`src/rtl/mot_pkg.sv`:
```
// Register map, field positions, reset values and timing of the task command block
`default_nettype none
package mot_pkg;
	// Word offsets of the Wishbone register map (byte addresses)
	localparam logic [7:0]  OFS_CMD         = 8'h00;
	localparam logic [7:0]  OFS_SEQ         = 8'h04;
	localparam logic [7:0]  OFS_TEACH       = 8'h08;
	localparam logic [7:0]  OFS_ACK         = 8'h0C;
	localparam logic [7:0]  OFS_STAT        = 8'h10;
	localparam logic [7:0]  OFS_POS         = 8'h14;
	localparam logic [7:0]  OFS_MCODE       = 8'h18;
	localparam logic [7:0]  OFS_TPOS        = 8'h1C;
	// Command and acknowledge bit positions
	localparam int          CB_SEQ_EN       = 0;
	localparam int          CB_START        = 1;
	localparam int          CB_INDIV        = 2;
	localparam int          CB_MRESET       = 4;
	localparam int          CB_TEACH        = 5;
	localparam int          CB_STOP         = 15;
	localparam logic [15:0] CMD_USED_MASK   = 16'h8037;
	// Status bit positions
	localparam int          SB_BUSY         = 0;
	localparam int          SB_START_OK     = 1;
	localparam int          SB_STOP_IN      = 4;
	localparam int          SB_STROBE       = 6;
	localparam int          SB_INVALID      = 8;
	localparam int          SB_STOPPED_EXEC = 12;
	localparam int          SB_COMPLETED    = 13;
	// Reset values
	localparam logic [15:0] RST_WORD        = 16'h0000;
	localparam logic [15:0] RST_SEQ_LAST    = 16'h00FF;
	// Deceleration time to standstill and sequence step time
	localparam int          DECEL_US        = 20;
	localparam int          CLK_MHZ         = 25;
	localparam int          DECEL_CYC       = DECEL_US * CLK_MHZ;
	localparam int          STEP_CYC        = 16;
endpackage
`default_nettype wire

```
`src/rtl/mot_task_cmd.sv`:
```
// Memory operation task command and status interpreter with a Wishbone slave
//
// The implementer's own choices: the register offsets and the Wishbone register port.
`default_nettype none
module mot_task_cmd #(
	parameter int          DECEL_CYCLES = mot_pkg::DECEL_CYC,
	parameter int          STEP_CYCLES  = mot_pkg::STEP_CYC,
	parameter logic [15:0] SEQ_LAST     = mot_pkg::RST_SEQ_LAST
) (
	// Clock and reset
	input  wire logic        i_clk_sys,
	input  wire logic        i_rst,
	// Wishbone slave
	input  wire logic        i_wb_cyc,
	input  wire logic        i_wb_stb,
	input  wire logic        i_wb_we,
	input  wire logic [7:0]  i_wb_adr,
	input  wire logic [3:0]  i_wb_sel,
	input  wire logic [31:0] i_wb_dat,
	output logic      [31:0] o_wb_dat,
	output logic             o_wb_ack,
	// Motion side
	input  wire logic        i_axis_busy,
	input  wire logic [31:0] i_present_pos,
	input  wire logic [15:0] i_seq_code,
	input  wire logic        i_seq_end,
	input  wire logic        i_seq_error,
	output logic      [15:0] o_seq_index,
	output logic             o_running,
	output logic             o_teach_we,
	output logic      [15:0] o_teach_addr,
	output logic      [31:0] o_teach_data
);
	typedef enum {ST_IDLE, ST_RUN, ST_DECEL} mot_state_t;

	typedef struct packed {
		mot_state_t  state;
		logic [15:0] cmd;
		logic [15:0] seq_no;
		logic [15:0] teach_no;
		logic [15:0] ack;
		logic        invalid;
		logic        strobe;
		logic        stopped_exec;
		logic        completed;
		logic        indiv;
		logic [15:0] seq;
		logic [15:0] mcode;
		logic [31:0] timer;
		logic        teach_we;
		logic [31:0] teach_data;
		logic [31:0] rdata;
		logic        wb_ack;
		logic        axis_s1;
		logic        axis_s2;
	} mot_regs_t;

	mot_regs_t r;
	mot_regs_t next_r;
	logic [15:0] status;
	logic [15:0] wdat;
	logic        wr_req;
	logic        busy;
	logic [15:0] rise;

	// Axis busy arrives from another domain; only the second stage is used
	assign busy = (r.state != ST_IDLE) || r.axis_s2 || r.strobe;
	always_comb begin
		status = 16'h0000;
		status[mot_pkg::SB_BUSY]         = busy;
		status[mot_pkg::SB_START_OK]     = !busy;
		status[mot_pkg::SB_STOP_IN]      = (r.state == ST_DECEL);
		status[mot_pkg::SB_STROBE]       = r.strobe;
		status[mot_pkg::SB_INVALID]      = r.invalid;
		status[mot_pkg::SB_STOPPED_EXEC] = r.stopped_exec;
		status[mot_pkg::SB_COMPLETED]    = r.completed;
	end

	assign wr_req = i_wb_cyc && i_wb_stb && i_wb_we && !r.wb_ack;
	assign wdat   = {i_wb_sel[1] ? i_wb_dat[15:8] : 8'h00, i_wb_sel[0] ? i_wb_dat[7:0] : 8'h00};
	// Commands are acted on once per host assertion: ack blocks a repeat
	assign rise   = r.cmd & ~r.ack;

	always_comb begin
		next_r          = r;
		next_r.teach_we = 1'b0;
		next_r.axis_s1  = i_axis_busy;
		next_r.axis_s2  = r.axis_s1;
		next_r.wb_ack   = i_wb_cyc && i_wb_stb && !r.wb_ack;
		next_r.rdata    = 32'h0000_0000;
		// Register writes; partial byte lanes merge with the old word
		if (wr_req) begin
			case (i_wb_adr)
				mot_pkg::OFS_CMD: begin
					next_r.cmd = ((r.cmd & {{8{~i_wb_sel[1]}}, {8{~i_wb_sel[0]}}}) | wdat)
						& mot_pkg::CMD_USED_MASK;
				end
				mot_pkg::OFS_SEQ: begin
					next_r.seq_no = (r.seq_no & {{8{~i_wb_sel[1]}}, {8{~i_wb_sel[0]}}}) | wdat;
				end
				mot_pkg::OFS_TEACH: begin
					next_r.teach_no = (r.teach_no & {{8{~i_wb_sel[1]}}, {8{~i_wb_sel[0]}}}) | wdat;
				end
				default: begin
				end
			endcase
		end
		if (i_wb_cyc && i_wb_stb && !i_wb_we && !r.wb_ack) begin
			case (i_wb_adr)
				mot_pkg::OFS_CMD:   next_r.rdata = {16'h0000, r.cmd};
				mot_pkg::OFS_SEQ:   next_r.rdata = {16'h0000, r.seq_no};
				mot_pkg::OFS_TEACH: next_r.rdata = {16'h0000, r.teach_no};
				mot_pkg::OFS_ACK:   next_r.rdata = {16'h0000, r.ack};
				mot_pkg::OFS_STAT:  next_r.rdata = {16'h0000, status};
				mot_pkg::OFS_POS:   next_r.rdata = {16'h0000, r.seq};
				mot_pkg::OFS_MCODE: next_r.rdata = {16'h0000, r.mcode};
				mot_pkg::OFS_TPOS:  next_r.rdata = r.teach_data;
				default:            next_r.rdata = 32'h0000_0000;
			endcase
		end
		// Ack falls once host drops the command bit
		next_r.ack = r.ack & r.cmd;
		// Sequence number enable
		if (rise[mot_pkg::CB_SEQ_EN]) begin
			next_r.ack[mot_pkg::CB_SEQ_EN] = 1'b1;
		end
		// Stop has priority over start in the same cycle
		if (rise[mot_pkg::CB_STOP]) begin
			next_r.ack[mot_pkg::CB_STOP] = 1'b1;
			if (r.state == ST_RUN) begin
				next_r.state = ST_DECEL;
				next_r.timer = 32'(DECEL_CYCLES);
			end
		end else if ((rise[mot_pkg::CB_START] || rise[mot_pkg::CB_INDIV]) && r.state != ST_DECEL) begin
			// Decelerating: no ack, start stays pending until stop ends
			next_r.ack[mot_pkg::CB_START] = r.cmd[mot_pkg::CB_START];
			next_r.ack[mot_pkg::CB_INDIV] = r.cmd[mot_pkg::CB_INDIV];
			if (busy) begin
				next_r.invalid = 1'b1;
			end else begin
				next_r.state        = ST_RUN;
				next_r.invalid      = 1'b0;
				next_r.completed    = 1'b0;
				next_r.stopped_exec = 1'b0;
				next_r.indiv        = rise[mot_pkg::CB_INDIV];
				next_r.seq          = r.cmd[mot_pkg::CB_SEQ_EN] ? r.seq_no : r.seq;
				next_r.timer        = 32'(STEP_CYCLES);
			end
		end
		if (rise[mot_pkg::CB_MRESET]) begin
			next_r.ack[mot_pkg::CB_MRESET] = 1'b1;
			next_r.mcode  = 16'h0000;
			next_r.strobe = 1'b0;
		end
		if (rise[mot_pkg::CB_TEACH]) begin
			next_r.ack[mot_pkg::CB_TEACH] = 1'b1;
			next_r.teach_we   = 1'b1;
			next_r.teach_data = i_present_pos;
		end
		// Sequencer
		case (r.state)
			ST_RUN: begin
				if (i_seq_error) begin
					next_r.state        = ST_IDLE;
					next_r.stopped_exec = 1'b1;
				end else if (r.timer != 32'h0000_0000) begin
					next_r.timer = r.timer - 32'h0000_0001;
				end else if (!r.strobe && !r.axis_s2 && !rise[mot_pkg::CB_STOP]) begin
					if (i_seq_code != 16'h0000) begin
						next_r.mcode  = i_seq_code;
						next_r.strobe = 1'b1;
					end
					if (i_seq_end || r.seq == SEQ_LAST) begin
						next_r.state     = ST_IDLE;
						next_r.completed = 1'b1;
					end else begin
						next_r.seq   = r.seq + 16'h0001;
						next_r.timer = 32'(STEP_CYCLES);
						// Individual start pauses after every sequence but END
						if (r.indiv) begin
							next_r.state = ST_IDLE;
						end
					end
				end
			end
			ST_DECEL: begin
				if (r.timer != 32'h0000_0000) begin
					next_r.timer = r.timer - 32'h0000_0001;
				end else begin
					next_r.state        = ST_IDLE;
					next_r.stopped_exec = 1'b1;
				end
			end
			ST_IDLE: begin
			end
			default: next_r.state = ST_IDLE;
		endcase
	end

	always_ff @(posedge i_clk_sys or posedge i_rst) begin
		if (i_rst) begin
			r <= '0;
		end else begin
			r <= next_r;
		end
	end

	assign o_wb_dat     = r.rdata;
	assign o_wb_ack     = r.wb_ack;
	assign o_seq_index  = r.seq;
	assign o_running    = (r.state == ST_RUN);
	assign o_teach_we   = r.teach_we;
	assign o_teach_addr = r.teach_no;
	assign o_teach_data = r.teach_data;

	// Assertions
	ack_drop_a: assert property (@(posedge i_clk_sys) disable iff (i_rst)
		$fell(r.cmd[mot_pkg::CB_START]) |=> !r.ack[mot_pkg::CB_START]) else $error("ack stuck");
	start_ack_a: assert property (@(posedge i_clk_sys) disable iff (i_rst)
		(rise[mot_pkg::CB_START] && !rise[mot_pkg::CB_STOP] && r.state != ST_DECEL)
		|=> r.ack[mot_pkg::CB_START]) else $error("start not acked");
	decel_block_a: assert property (@(posedge i_clk_sys) disable iff (i_rst)
		(r.state == ST_DECEL && !r.ack[mot_pkg::CB_START]) |=> !r.ack[mot_pkg::CB_START])
		else $error("start acked in decel");
	stop_decel_a: assert property (@(posedge i_clk_sys) disable iff (i_rst)
		(rise[mot_pkg::CB_STOP] && r.state == ST_RUN) |=> status[mot_pkg::SB_STOP_IN] && r.ack[15])
		else $error("stop not taken");
	busy_ok_a: assert property (@(posedge i_clk_sys) disable iff (i_rst)
		status[mot_pkg::SB_BUSY] != status[mot_pkg::SB_START_OK]) else $error("busy and enable");
	multi_start_a: assert property (@(posedge i_clk_sys) disable iff (i_rst)
		(rise[mot_pkg::CB_START] && busy && !rise[15] && r.state != ST_DECEL) |=> r.invalid)
		else $error("multi start missed");
	code_reset_a: assert property (@(posedge i_clk_sys) disable iff (i_rst)
		rise[mot_pkg::CB_MRESET] |=> (r.mcode == 16'h0000) && !r.strobe) else $error("code kept");
	teach_a: assert property (@(posedge i_clk_sys) disable iff (i_rst)
		rise[mot_pkg::CB_TEACH] |=> o_teach_we && r.teach_data == $past(i_present_pos))
		else $error("teach lost");

	// Bus answer: one registered pulse per taken request
	wb_answer_a: assert property (@(posedge i_clk_sys) disable iff (i_rst)
		(i_wb_cyc && i_wb_stb && !o_wb_ack) |=> o_wb_ack)
		else $error("bus request not answered");
	ack_pulse_a: assert property (@(posedge i_clk_sys) disable iff (i_rst)
		o_wb_ack |=> !o_wb_ack)
		else $error("bus ack longer than one cycle");

	// Each accepted command raises its own acknowledge bit
	seq_ack_a: assert property (@(posedge i_clk_sys) disable iff (i_rst)
		rise[mot_pkg::CB_SEQ_EN] |=> r.ack[mot_pkg::CB_SEQ_EN])
		else $error("sequence enable not acked");
	indiv_ack_a: assert property (@(posedge i_clk_sys) disable iff (i_rst)
		(rise[mot_pkg::CB_INDIV] && !rise[mot_pkg::CB_STOP] && r.state != ST_DECEL)
		|=> r.ack[mot_pkg::CB_INDIV])
		else $error("individual start not acked");
	mreset_ack_a: assert property (@(posedge i_clk_sys) disable iff (i_rst)
		rise[mot_pkg::CB_MRESET] |=> r.ack[mot_pkg::CB_MRESET])
		else $error("code reset not acked");
	teach_ack_a: assert property (@(posedge i_clk_sys) disable iff (i_rst)
		rise[mot_pkg::CB_TEACH] |=> r.ack[mot_pkg::CB_TEACH])
		else $error("teach not acked");
	stop_ack_a: assert property (@(posedge i_clk_sys) disable iff (i_rst)
		rise[mot_pkg::CB_STOP] |=> r.ack[mot_pkg::CB_STOP])
		else $error("stop not acked");

	// Starting point and run state of an accepted start
	seq_start_a: assert property (@(posedge i_clk_sys) disable iff (i_rst)
		(rise[mot_pkg::CB_START] && r.cmd[mot_pkg::CB_SEQ_EN] && !busy && !rise[mot_pkg::CB_STOP])
		|=> o_seq_index == $past(r.seq_no))
		else $error("start sequence not taken");
	run_start_a: assert property (@(posedge i_clk_sys) disable iff (i_rst)
		(rise[mot_pkg::CB_START] && !busy && !rise[mot_pkg::CB_STOP]) |=> o_running)
		else $error("start did not run");

	// Status flags against the sequencer state
	busy_run_a: assert property (@(posedge i_clk_sys) disable iff (i_rst)
		(r.state != ST_IDLE) |-> status[mot_pkg::SB_BUSY])
		else $error("busy low while running");
	start_ok_a: assert property (@(posedge i_clk_sys) disable iff (i_rst)
		status[mot_pkg::SB_START_OK] |-> (r.state == ST_IDLE) && !r.axis_s2 && !r.strobe)
		else $error("start enabled while busy");
	decel_hold_a: assert property (@(posedge i_clk_sys) disable iff (i_rst)
		$rose(status[mot_pkg::SB_STOP_IN]) |-> status[mot_pkg::SB_STOP_IN][*2])
		else $error("stop input flag too short");
	strobe_hold_a: assert property (@(posedge i_clk_sys) disable iff (i_rst)
		(r.strobe && !rise[mot_pkg::CB_MRESET]) |=> r.strobe)
		else $error("strobe dropped without reset");
	done_idle_a: assert property (@(posedge i_clk_sys) disable iff (i_rst)
		$rose(r.completed) |-> (r.state == ST_IDLE))
		else $error("completed while running");
	stopped_idle_a: assert property (@(posedge i_clk_sys) disable iff (i_rst)
		$rose(r.stopped_exec) |-> (r.state == ST_IDLE))
		else $error("stop executed while running");
	status_zero_a: assert property (@(posedge i_clk_sys) disable iff (i_rst)
		(status & 16'hCEAC) == 16'h0000)
		else $error("unused status bit set");
	unused_a: assert property (@(posedge i_clk_sys) disable iff (i_rst)
		(r.cmd & ~mot_pkg::CMD_USED_MASK) == 16'h0000) else $error("unused cmd bit");
	start_c: cover property (@(posedge i_clk_sys) disable iff (i_rst) r.state == ST_RUN);
	decel_c: cover property (@(posedge i_clk_sys) disable iff (i_rst) r.state == ST_DECEL);
	done_c:  cover property (@(posedge i_clk_sys) disable iff (i_rst) $rose(r.completed));
	indiv_c: cover property (@(posedge i_clk_sys) disable iff (i_rst) r.state == ST_RUN && r.indiv);
	strobe_c: cover property (@(posedge i_clk_sys) disable iff (i_rst) $rose(r.strobe));
endmodule
`default_nettype wire

```
`config.mk`:
```
export PLATFORM = sky130hd
export DESIGN_NAME = mot_task_cmd
export DESIGN_NICKNAME = d
export VERILOG_FILES = /design/src/rtl/mot_pkg.sv /design/src/rtl/mot_task_cmd.sv
export SDC_FILE = /design/constraint.sdc
export NUM_CORES = 1
export LEC_CHECK = 0
export BUFFER_PORTS_ARGS = -buffer_cell sky130_fd_sc_hd__buf_4
export CAP_MARGIN = 5
export CORE_MARGIN = 5
export CORE_UTILIZATION = 35
export CTS_BUF_LIST = sky130_fd_sc_hd__clkbuf_4
export CTS_CLUSTER_SIZE = 12
export DETAILED_ROUTE_END_ITERATION = 8
export SLEW_MARGIN = 20
export SYNTH_ARGS = -nofsm -noshare
export SYNTH_HDL_FRONTEND = slang
export SYNTH_SLANG_ARGS = --single-unit
```
`constraint.sdc`:
```
create_clock -name i_clk_sys -period 10.93 [get_ports i_clk_sys]
set_input_delay 2.186 -clock i_clk_sys [delete_from_list [all_inputs] [get_ports i_clk_sys]]
set_output_delay 2.186 -clock i_clk_sys [all_outputs]
set_load 0.005 [all_outputs]
```
==> run summary, run 1 <==
outcome - finished, final reports clean
CTS tree - built
final setup fails - 0
#FFs+latches synth - 213
Post-DP HPWL - 21.2 mm
cts hold-fix bufs - 0
number of port buffers - 180
CP Launch Type - flop
Tmin final - 5.13 ns
area grow syn2layout - 17.8%
Cells after Synth - 999
post-CTS sizing - 0
Remaining Overflow, GRT - 0
crit-path max cell delay - 0.58 ns
Die Area - 33500 um2
total setup buffers inserted after CTS - 0
crit path capture type - output port
Clk Tree Root Cell - clkbuf_4
Tot Pwr - 1.61 mW
Worst Tran Pin Value - 1.12 ns
commonest non-fill, non-tap cell in the layout - dfrtp_1
vias in the first global route - 8684
Ys Warns - 0
# clock sinks - 213
Min-Delay Path Class - reg -> reg
Worst path slowest cell - or3_1
Synth cell types - 65
clock slew seen by the registers of the worst setup and hold paths - 0.06 ns
required time worst endpoint - 8.74 ns
Initial Util - 35.4%
critical path, cell by cell - nor4_1 > nand4_1 > or3_1 > inv_1 > buf_4
vias per inst - 5.42
Inst Count DP - 1461
power density cells - 130 nW/um2
Setup CP Type - reg -> out
Hold Vio Cnt, Final - 0
final RePlAce weighted congestion - 0.886
Main synth FF type - dfrtp_1
Slew headroom - 24.1%
die height - 183 um
Row Count - 63
VDD IR-drop max - 0.0614 mV
period utilisation layout - 47.0%
Setup TNS Final - 0 ns
I/O pins - 199
worst hold slack - 0.352 ns
RSZ-0062 raised after global routing - false
EDFF count, synth - 0
Leakage - 5.60 nW
final std cells w/o fill - 1557
Fin Clk Skew - 0.0499 ns
initial antenna violation count - 1
first drt pass iteration count - 6
Arr. time, crit path - 2.95 ns
max-slew violation count - 0
clk_lat worst skew - 0.71 ns
Die W - 183 um
DR iter-0 viols - 615
via count - 8440
Total GRT Usage - 17.6%
Core ar. - 29600 um2
drt total wl - 30.4 mm
CTS Buffer Depth - 3
DR DRC count - 0
post-synthesis instance area - 10500 um2
Max H-tree Level - 2
Avg WL per Cell - 19.5 um
final core occ - 41.6%
Max Cap Violations - 0
Post-synth ARST share - 100%
fmax - 195 MHz
sequential element share of the synthesized area - 50.9%
first-pass GRT wire length - 47.7 mm
largest net degree at the start of global routing - 104
Syn Area/Cell - 10.5 um2
nets - 1235
crit-path max FO - 7
Detail Route Antenna Nets - 0
share of cells above drive strength 1 - 31.9%
number of fill cells - 2937
cts bufs inserted - 58
commonest cells after routing, fill and taps aside - dfrtp_1 (213), buf_4 (193), clkbuf_4 (85)
==> critical path: cells and delay by family (launching register included) <==
family	cells	cell delay, ns
buffers and inverters	2	0.42
flip-flops	1	0.36
AND/OR/NAND/NOR	3	1.47
==> report_power, final <==
group | total (mW) | switching (mW) | internal (mW) | leakage (nW)
sequential | 0.836 | 0.0193 | 0.816 | 2.74
combinational | 0.0944 | 0.0474 | 0.0470 | 2.46
clock | 0.679 | 0.328 | 0.351 | 0.411
total | 1.61 | 0.394 | 1.21 | 5.60
==> metal layers <==
metal	share of wire (%)	GRT usage [%]	vias up
met1	44	24.3	4109
met2	45	26.9	378
met5	0	0	-
li1	-	-	3896
met3	8.3	4.40	57
met4	2.4	6.47	0
==> Yosys cell counts (all sizes together), types with 8 or more instances <==
master / n / area (um2)
nor3: 31 / 155
or3: 13 / 86.3
a21oi: 37 / 185
a31oi: 20 / 125
nand2: 76 / 285
mux2: 70 / 788
inv: 12 / 45.0
and4: 8 / 70.1
nand4: 20 / 125
mux2i: 8 / 80.1
buf: 102 / 763
or4: 11 / 86.3
clkbuf: 48 / 180
o211ai: 9 / 67.6
a22oi: 27 / 203
nand3: 26 / 130
and2: 18 / 113
nor4: 32 / 221
o311ai: 10 / 87.6
o22ai: 8 / 50.1
a22o: 8 / 70.1
nor2: 49 / 184
dfrtp: 213 / 5330
o21ai: 43 / 215
==> kinds of logic after synthesis <==
logic type / share of synthesized area, %
compound gates: 14.6
fa+ha+maj: 0.358
other cells: 0.0358
buf+inv: 9.43
mux: 8.29
flops: 50.9
simple gates: 16.5
==> cell type report <==
cell class | instances | area (um2) | share of cell area [%]
Timing Repair Buffer | 194 | 1470 | 11.9
Sequential cell | 213 | 5330 | 43.2
Clock buffer | 85 | 638 | 5.17
Antenna cell | 1 | 2.50 | 0.0203
Tap cell | 390 | 488 | 3.95
Clock inverter | 9 | 45.0 | 0.365
Multi-Input combinational cell | 653 | 4320 | 35.0
Inverter | 12 | 52.6 | 0.426
==> stage by stage <==
step                instance area, um2  worst slack (ns)
floorplan                        10600              2.92
global placement                 11600              5.99
detailed placement               11600              6.03
CTS                              12300              5.66
global route                     12300              5.57
finish                           12300              5.80
==> worst paths after layout <==
path                                     start                          to  slack [ns]  cells after the start
max in group asynchronous                i_rst  asynchronous set/reset pin        8.06                      3
max reg2reg                    r[83]$_DFF_PP0_    o_seq_index[9]$_DFF_PP0_        7.39                      6
min in group asynchronous                i_rst  asynchronous set/reset pin        1.64                      2
min reg2reg                next_r[0]$_DFF_PP0_              r[0]$_DFF_PP0_        0.35                      0
max                           r[204]$_DFF_PP0_                   o_running        5.80                      5
min                        next_r[0]$_DFF_PP0_              r[0]$_DFF_PP0_        0.35                      0
(Power assumes the default switching activity.)
==> inputs of run 2 (changes only) <==
Clock period 10.93 ns to 4.7 ns, I/O delays scaled along.
==> run 2 against run 1 <==
  * Power rose by 130%
  * Design area rose by 0.74%
  * Die area did not move
  * Cell count rose by 0.96%
  * Clock skew rose by 0.030 ns
  * Setup slack got worse by 4.8 ns
  * Non-clock buffer count rose by 9
  * Sequential power rose by 130%
  * Clock power rose by 130%
  * Global-route usage fell by 0.46 points
  * Combinational power rose by 140%
  * Via count rose by 0.63%
  * Critical endpoint unchanged
==> run summary, run 2 (synthesis results as in run 1) <==
initial antenna violation count - 1
number of fill cells - 2947
Setup CP Type - reg -> out
cts hold-fix bufs - 0
Avg WL per Cell - 18.7 um
Hold Path Depth - 0
Worst Tran Pin Value - 1.05 ns
switching power - 0.928 mW
flop-to-flop setup slack - 1.15 ns
family with the most delay on the worst path - simple AND/OR/NAND/NOR gates
required time worst endpoint - 3.76 ns
# clock sinks - 213
final setup fails - 0
number of port buffers - 180
Gate power share - 5.9%
register area - 5330 um2
Slew headroom - 29.2%
period utilisation layout - 78.5%
drt total wl - 29.4 mm
final std cells w/o fill - 1572
clk_lat worst skew - 0.71 ns
first-pass GRT wire length - 46.7 mm
Total GRT Usage - 17.1%
Die Area - 33500 um2
CTS tree - built
power density cells - 301 nW/um2
final RePlAce weighted congestion - 0.854
Net Sw Frac - 24.8%
Max H-tree Level - 2
Hold Vio Cnt, Final - 0
Row Count - 63
post-CTS sizing - 0
commonest cells after routing, fill and taps aside - dfrtp_1 (213), buf_4 (200), clkbuf_4 (82)
Inst Count DP - 1471
Fin Clk Skew - 0.0798 ns
crit-path max FO - 7
Core ar. - 29600 um2
via count - 8493
vias per inst - 5.40
pre-CTS setup slack - 1.11 ns
fmax - 271 MHz
VDD IR-drop max - 0.148 mV
Flop pwr share - 52.0%
Post-DP HPWL - 20.9 mm
Tmin final - 3.69 ns
Clk Tree Root Cell - clkbuf_4
RSZ-0062 raised after global routing - false
Worst R2R End - r[102]$_DFF_PP0_
CP Launch Type - flop
Detail Route Antenna Nets - 0
worst r2r src - r[83]$_DFF_PP0_
area grow syn2layout - 18.7%
Clock power frac - 42.1%
Remaining Overflow, GRT - 0
hold path startpoint - next_r[0]$_DFF_PP0_
DR iter-0 viols - 603
DR DRC count - 0
largest net degree at the start of global routing - 75
Endpoint, Worst Hold - r[0]$_DFF_PP0_
critical path, cell by cell - nor4_1 > nand4_1 > or3_1 > inv_1 > buf_4
crit-path max cell delay - 0.57 ns
Int Pwr - 2.81 mW
Max Cap Violations - 0
total setup buffers inserted after CTS - 0
first drt pass iteration count - 5
die height - 183 um
Initial Util - 35.4%
cts bufs inserted - 57
max-slew violation count - 0
Min-Delay Path Class - reg -> reg
crit path capture type - output port
Leakage - 5.66 nW
I/O pins - 199
share of cells above drive strength 1 - 32.1%
outcome - finished, final reports clean
clock slew seen by the registers of the worst setup and hold paths - 0.06 ns
Die W - 183 um
worst path bufs/invs - 2
Setup WS post-layout - 1.01 ns
Setup TNS Final - 0 ns
Tot Pwr - 3.74 mW
vias in the first global route - 8457
CTS Buffer Depth - 3
nets - 1243
Arr. time, crit path - 2.75 ns
commonest non-fill, non-tap cell in the layout - dfrtp_1
FF-to-FF path depth - 6
Multi-input gate area - 4310 um2
Worst path slowest cell - or3_1
==> run 2: power by group through the flow <==
stage                     Sequential [mW]  Clock [mW]  Combinational (mW)
after floorplan                      1.96           0               0.127
after global placement               1.98           0               0.222
after detailed placement             1.98           0               0.225
after CTS                            1.94        1.64               0.226
after global routing                 1.95        1.75               0.250
final                                1.94        1.57               0.222
==> run 2: cell type report <==
type	instances	area share [%]
Antenna cell	1	0.0201
Multi-Input combinational cell	653	34.6
Tap cell	390	3.92
Clock inverter	18	0.654
Inverter	12	0.392
Timing Repair Buffer	203	12.6
Clock buffer	82	4.95
Sequential cell	213	42.9
==> run 2: stage by stage <==
stage	utilization, %	hold WS, ns	area (um2)
6_report	42.0	0.343	12400
5_1_grt	42.0	0.357	12400
4_1_cts	41.9	0.344	12400
3_5_place_dp	39.6	0.336	11700
3_3_place_gp	39.6	0.340	11700
2_1_floorplan	-	0.331	10600
==> run 2: worst max-delay path by stage <==
stage / cells after the start / startpoint / slack (ns) / end
floorplan: 1 / i_rst / 0.99 / asynchronous set/reset pin
global placement: 6 / r[83]$_DFF_PP0_ / 1.14 / r[102]$_DFF_PP0_
detailed placement: 6 / r[83]$_DFF_PP0_ / 1.11 / r[103]$_DFF_PP0_
CTS: 5 / r[213]$_DFF_PP0_ / 0.90 / o_running
global route: 5 / r[213]$_DFF_PP0_ / 0.77 / o_running
finish: 5 / r[213]$_DFF_PP0_ / 1.01 / o_running
==> run 2: per-layer routing <==
metal	GRT usage, %	part of all wire, %	up-vias
li1	-	-	3929
met1	24.2	45	4160
met2	26.3	46	349
met3	3.85	7.0	55
met4	5.60	2.3	0
met5	0	0	-
==> inputs of run 3 (changes only) <==
Clock period 4.7 ns to 3.6 ns, I/O delays scaled along.
==> run 3 against run 2 <==
  * Register-to-register slack got worse by 0.60 ns
  * Power increased by 34%
  * Die area unchanged
  * Sequential share of layout area decreased by 0.67 points
  * First-iteration DRC count decreased by 0.33%
  * Worst hold slack got worse by 0.19 ns
  * Design area increased by 1.6%
  * Sequential power increased by 31%
  * Clock power increased by 39%
  * Via count increased by 0.31%
  * Routed wire length increased by 1.8%
  * Critical path type unchanged
==> run summary, run 3 (synthesis results as in run 1) <==
cts bufs inserted - 59
family with the most delay on the worst path - simple AND/OR/NAND/NOR gates
CTS Buffer Depth - 3
period utilisation layout - 93.4%
Row Count - 63
outcome - finished, final reports clean
post-CTS sizing - 0
Post-DP HPWL - 21.3 mm
share of cells above drive strength 1 - 33.6%
crit path capture type - output port
initial antenna violation count - 1
FF-to-FF path depth - 7
Max H-tree Level - 2
Avg WL per Cell - 18.7 um
required time worst endpoint - 2.88 ns
CP Launch Type - flop
DR iter-0 viols - 601
Setup CP Type - reg -> out
I/O pins - 199
Clk Tree Root Cell - clkbuf_4
vias per inst - 5.32
worst hold slack - 0.157 ns
fmax - 297 MHz
nets - 1269
Min-Delay Path Class - in -> async
number of port buffers - 180
final core occ - 42.6%
commonest non-fill, non-tap cell in the layout - buf_4
drt total wl - 29.9 mm
power density cells - 396 nW/um2
Remaining Overflow, GRT - 0
CTS tree - built
area grow syn2layout - 20.5%
Setup WS post-layout - 0.236 ns
cell area after layout - 12600 um2
Die W - 183 um
worst r2r src - o_seq_index[1]$_DFF_PP0_
Die Area - 33500 um2
Worst R2R End - o_seq_index[9]$_DFF_PP0_
VDD IR-drop max - 0.232 mV
first-pass GRT wire length - 47.6 mm
first drt pass iteration count - 6
Hold Vio Cnt, Final - 0
max-slew violation count - 0
Fin Clk Skew - 0.110 ns
Worst path slowest cell - or3_1
RSZ-0062 raised after global routing - false
number of fill cells - 2906
flop-to-flop setup slack - 0.55 ns
Max Cap Violations - 0
Core ar. - 29600 um2
clock slew seen by the registers of the worst setup and hold paths - 0.08 ns
cts hold-fix bufs - 0
crit-path max FO - 5
crit-path max cell delay - 0.50 ns
final setup fails - 0
# clock sinks - 213
critical path, cell by cell - nor4_1 > nand4_1 > or3_1 > inv_1 > buf_4
Tmin final - 3.36 ns
commonest cells after routing, fill and taps aside - buf_4 (225), dfrtp_1 (213), clkbuf_4 (88)
Worst Tran Pin Value - 1.03 ns
Slew headroom - 30.9%
via count - 8519
Total GRT Usage - 17.5%
placed inst area - 11900 um2
Detail Route Antenna Nets - 0
pre-CTS setup slack - 0.578 ns
DR DRC count - 0
Initial Util - 35.4%
clk_lat worst skew - 0.76 ns
Leakage - 5.80 nW
worst path bufs/invs - 2
Arr. time, crit path - 2.64 ns
Setup TNS Final - 0 ns
largest net degree at the start of global routing - 82
vias in the first global route - 8641
final RePlAce weighted congestion - 0.865
die height - 183 um
==> run 3: cell count changes in the layout (fill, tap and decap cells not counted), moves of 2 or more <==
cell        change
clkbuf_4        +6
clkinvlp_4      -2
buf_4          +25
clkinv_2        -3
==> run 3: area by class of cell <==
cell class	instances	area, um2	area share, %
Clock buffer	88	661	5.23
Antenna cell	1	2.50	0.0198
Clock inverter	16	72.6	0.574
Inverter	12	48.8	0.386
Timing Repair Buffer	227	1730	13.7
Sequential cell	213	5330	42.2
Tap cell	390	488	3.86
Multi-Input combinational cell	653	4300	34.0
==> run 3: how the worst max path moves through the flow <==
stage          depth (start not counted)        startpoint                          to  slack (ns)
2_1_floorplan                          1             i_rst  asynchronous set/reset pin        0.11
3_3_place_gp                           6   r[83]$_DFF_PP0_             r[74]$_DFF_PP0_        0.58
3_5_place_dp                           7   r[83]$_DFF_PP0_    o_seq_index[9]$_DFF_PP0_        0.58
4_1_cts                                5  r[217]$_DFF_PP0_                   o_running        0.04
5_1_grt                                5  r[211]$_DFF_PP0_                   o_running        0.02
6_report                               5  r[217]$_DFF_PP0_                   o_running        0.24
==> run 3: timing repair <==
item | in CTS | in global routing
setup buffers | 0 | 4
setup endpoints to repair | 0 | 1
endpoints found under the hold margin | 0 | 0
==> run 3: per-stage QoR <==
step	total power, mW	cells
2_1_floorplan	2.72	1028
3_3_place_gp	2.87	1491
3_5_place_dp	2.88	1491
4_1_cts	5.08	1595
5_1_grt	5.26	1600
6_report	5.00	1600
==> run 3: layer usage <==
metal | routed length (um) | vias to the layer above | global-route usage (%)
met5 | 0 | - | 0
met4 | 537 | 0 | 5.15
met3 | 2130 | 45 | 4.26
met2 | 14000 | 324 | 27.4
met1 | 13200 | 4170 | 24.3
li1 | - | 3980 | -
==> run 3: power breakdown <==
part	switching (mW)	total (mW)	internal, mW
Clock	1.06	2.18	1.11
Sequential	0.0583	2.54	2.48
Combinational	0.141	0.289	0.148
Total	1.26	5.00	3.74
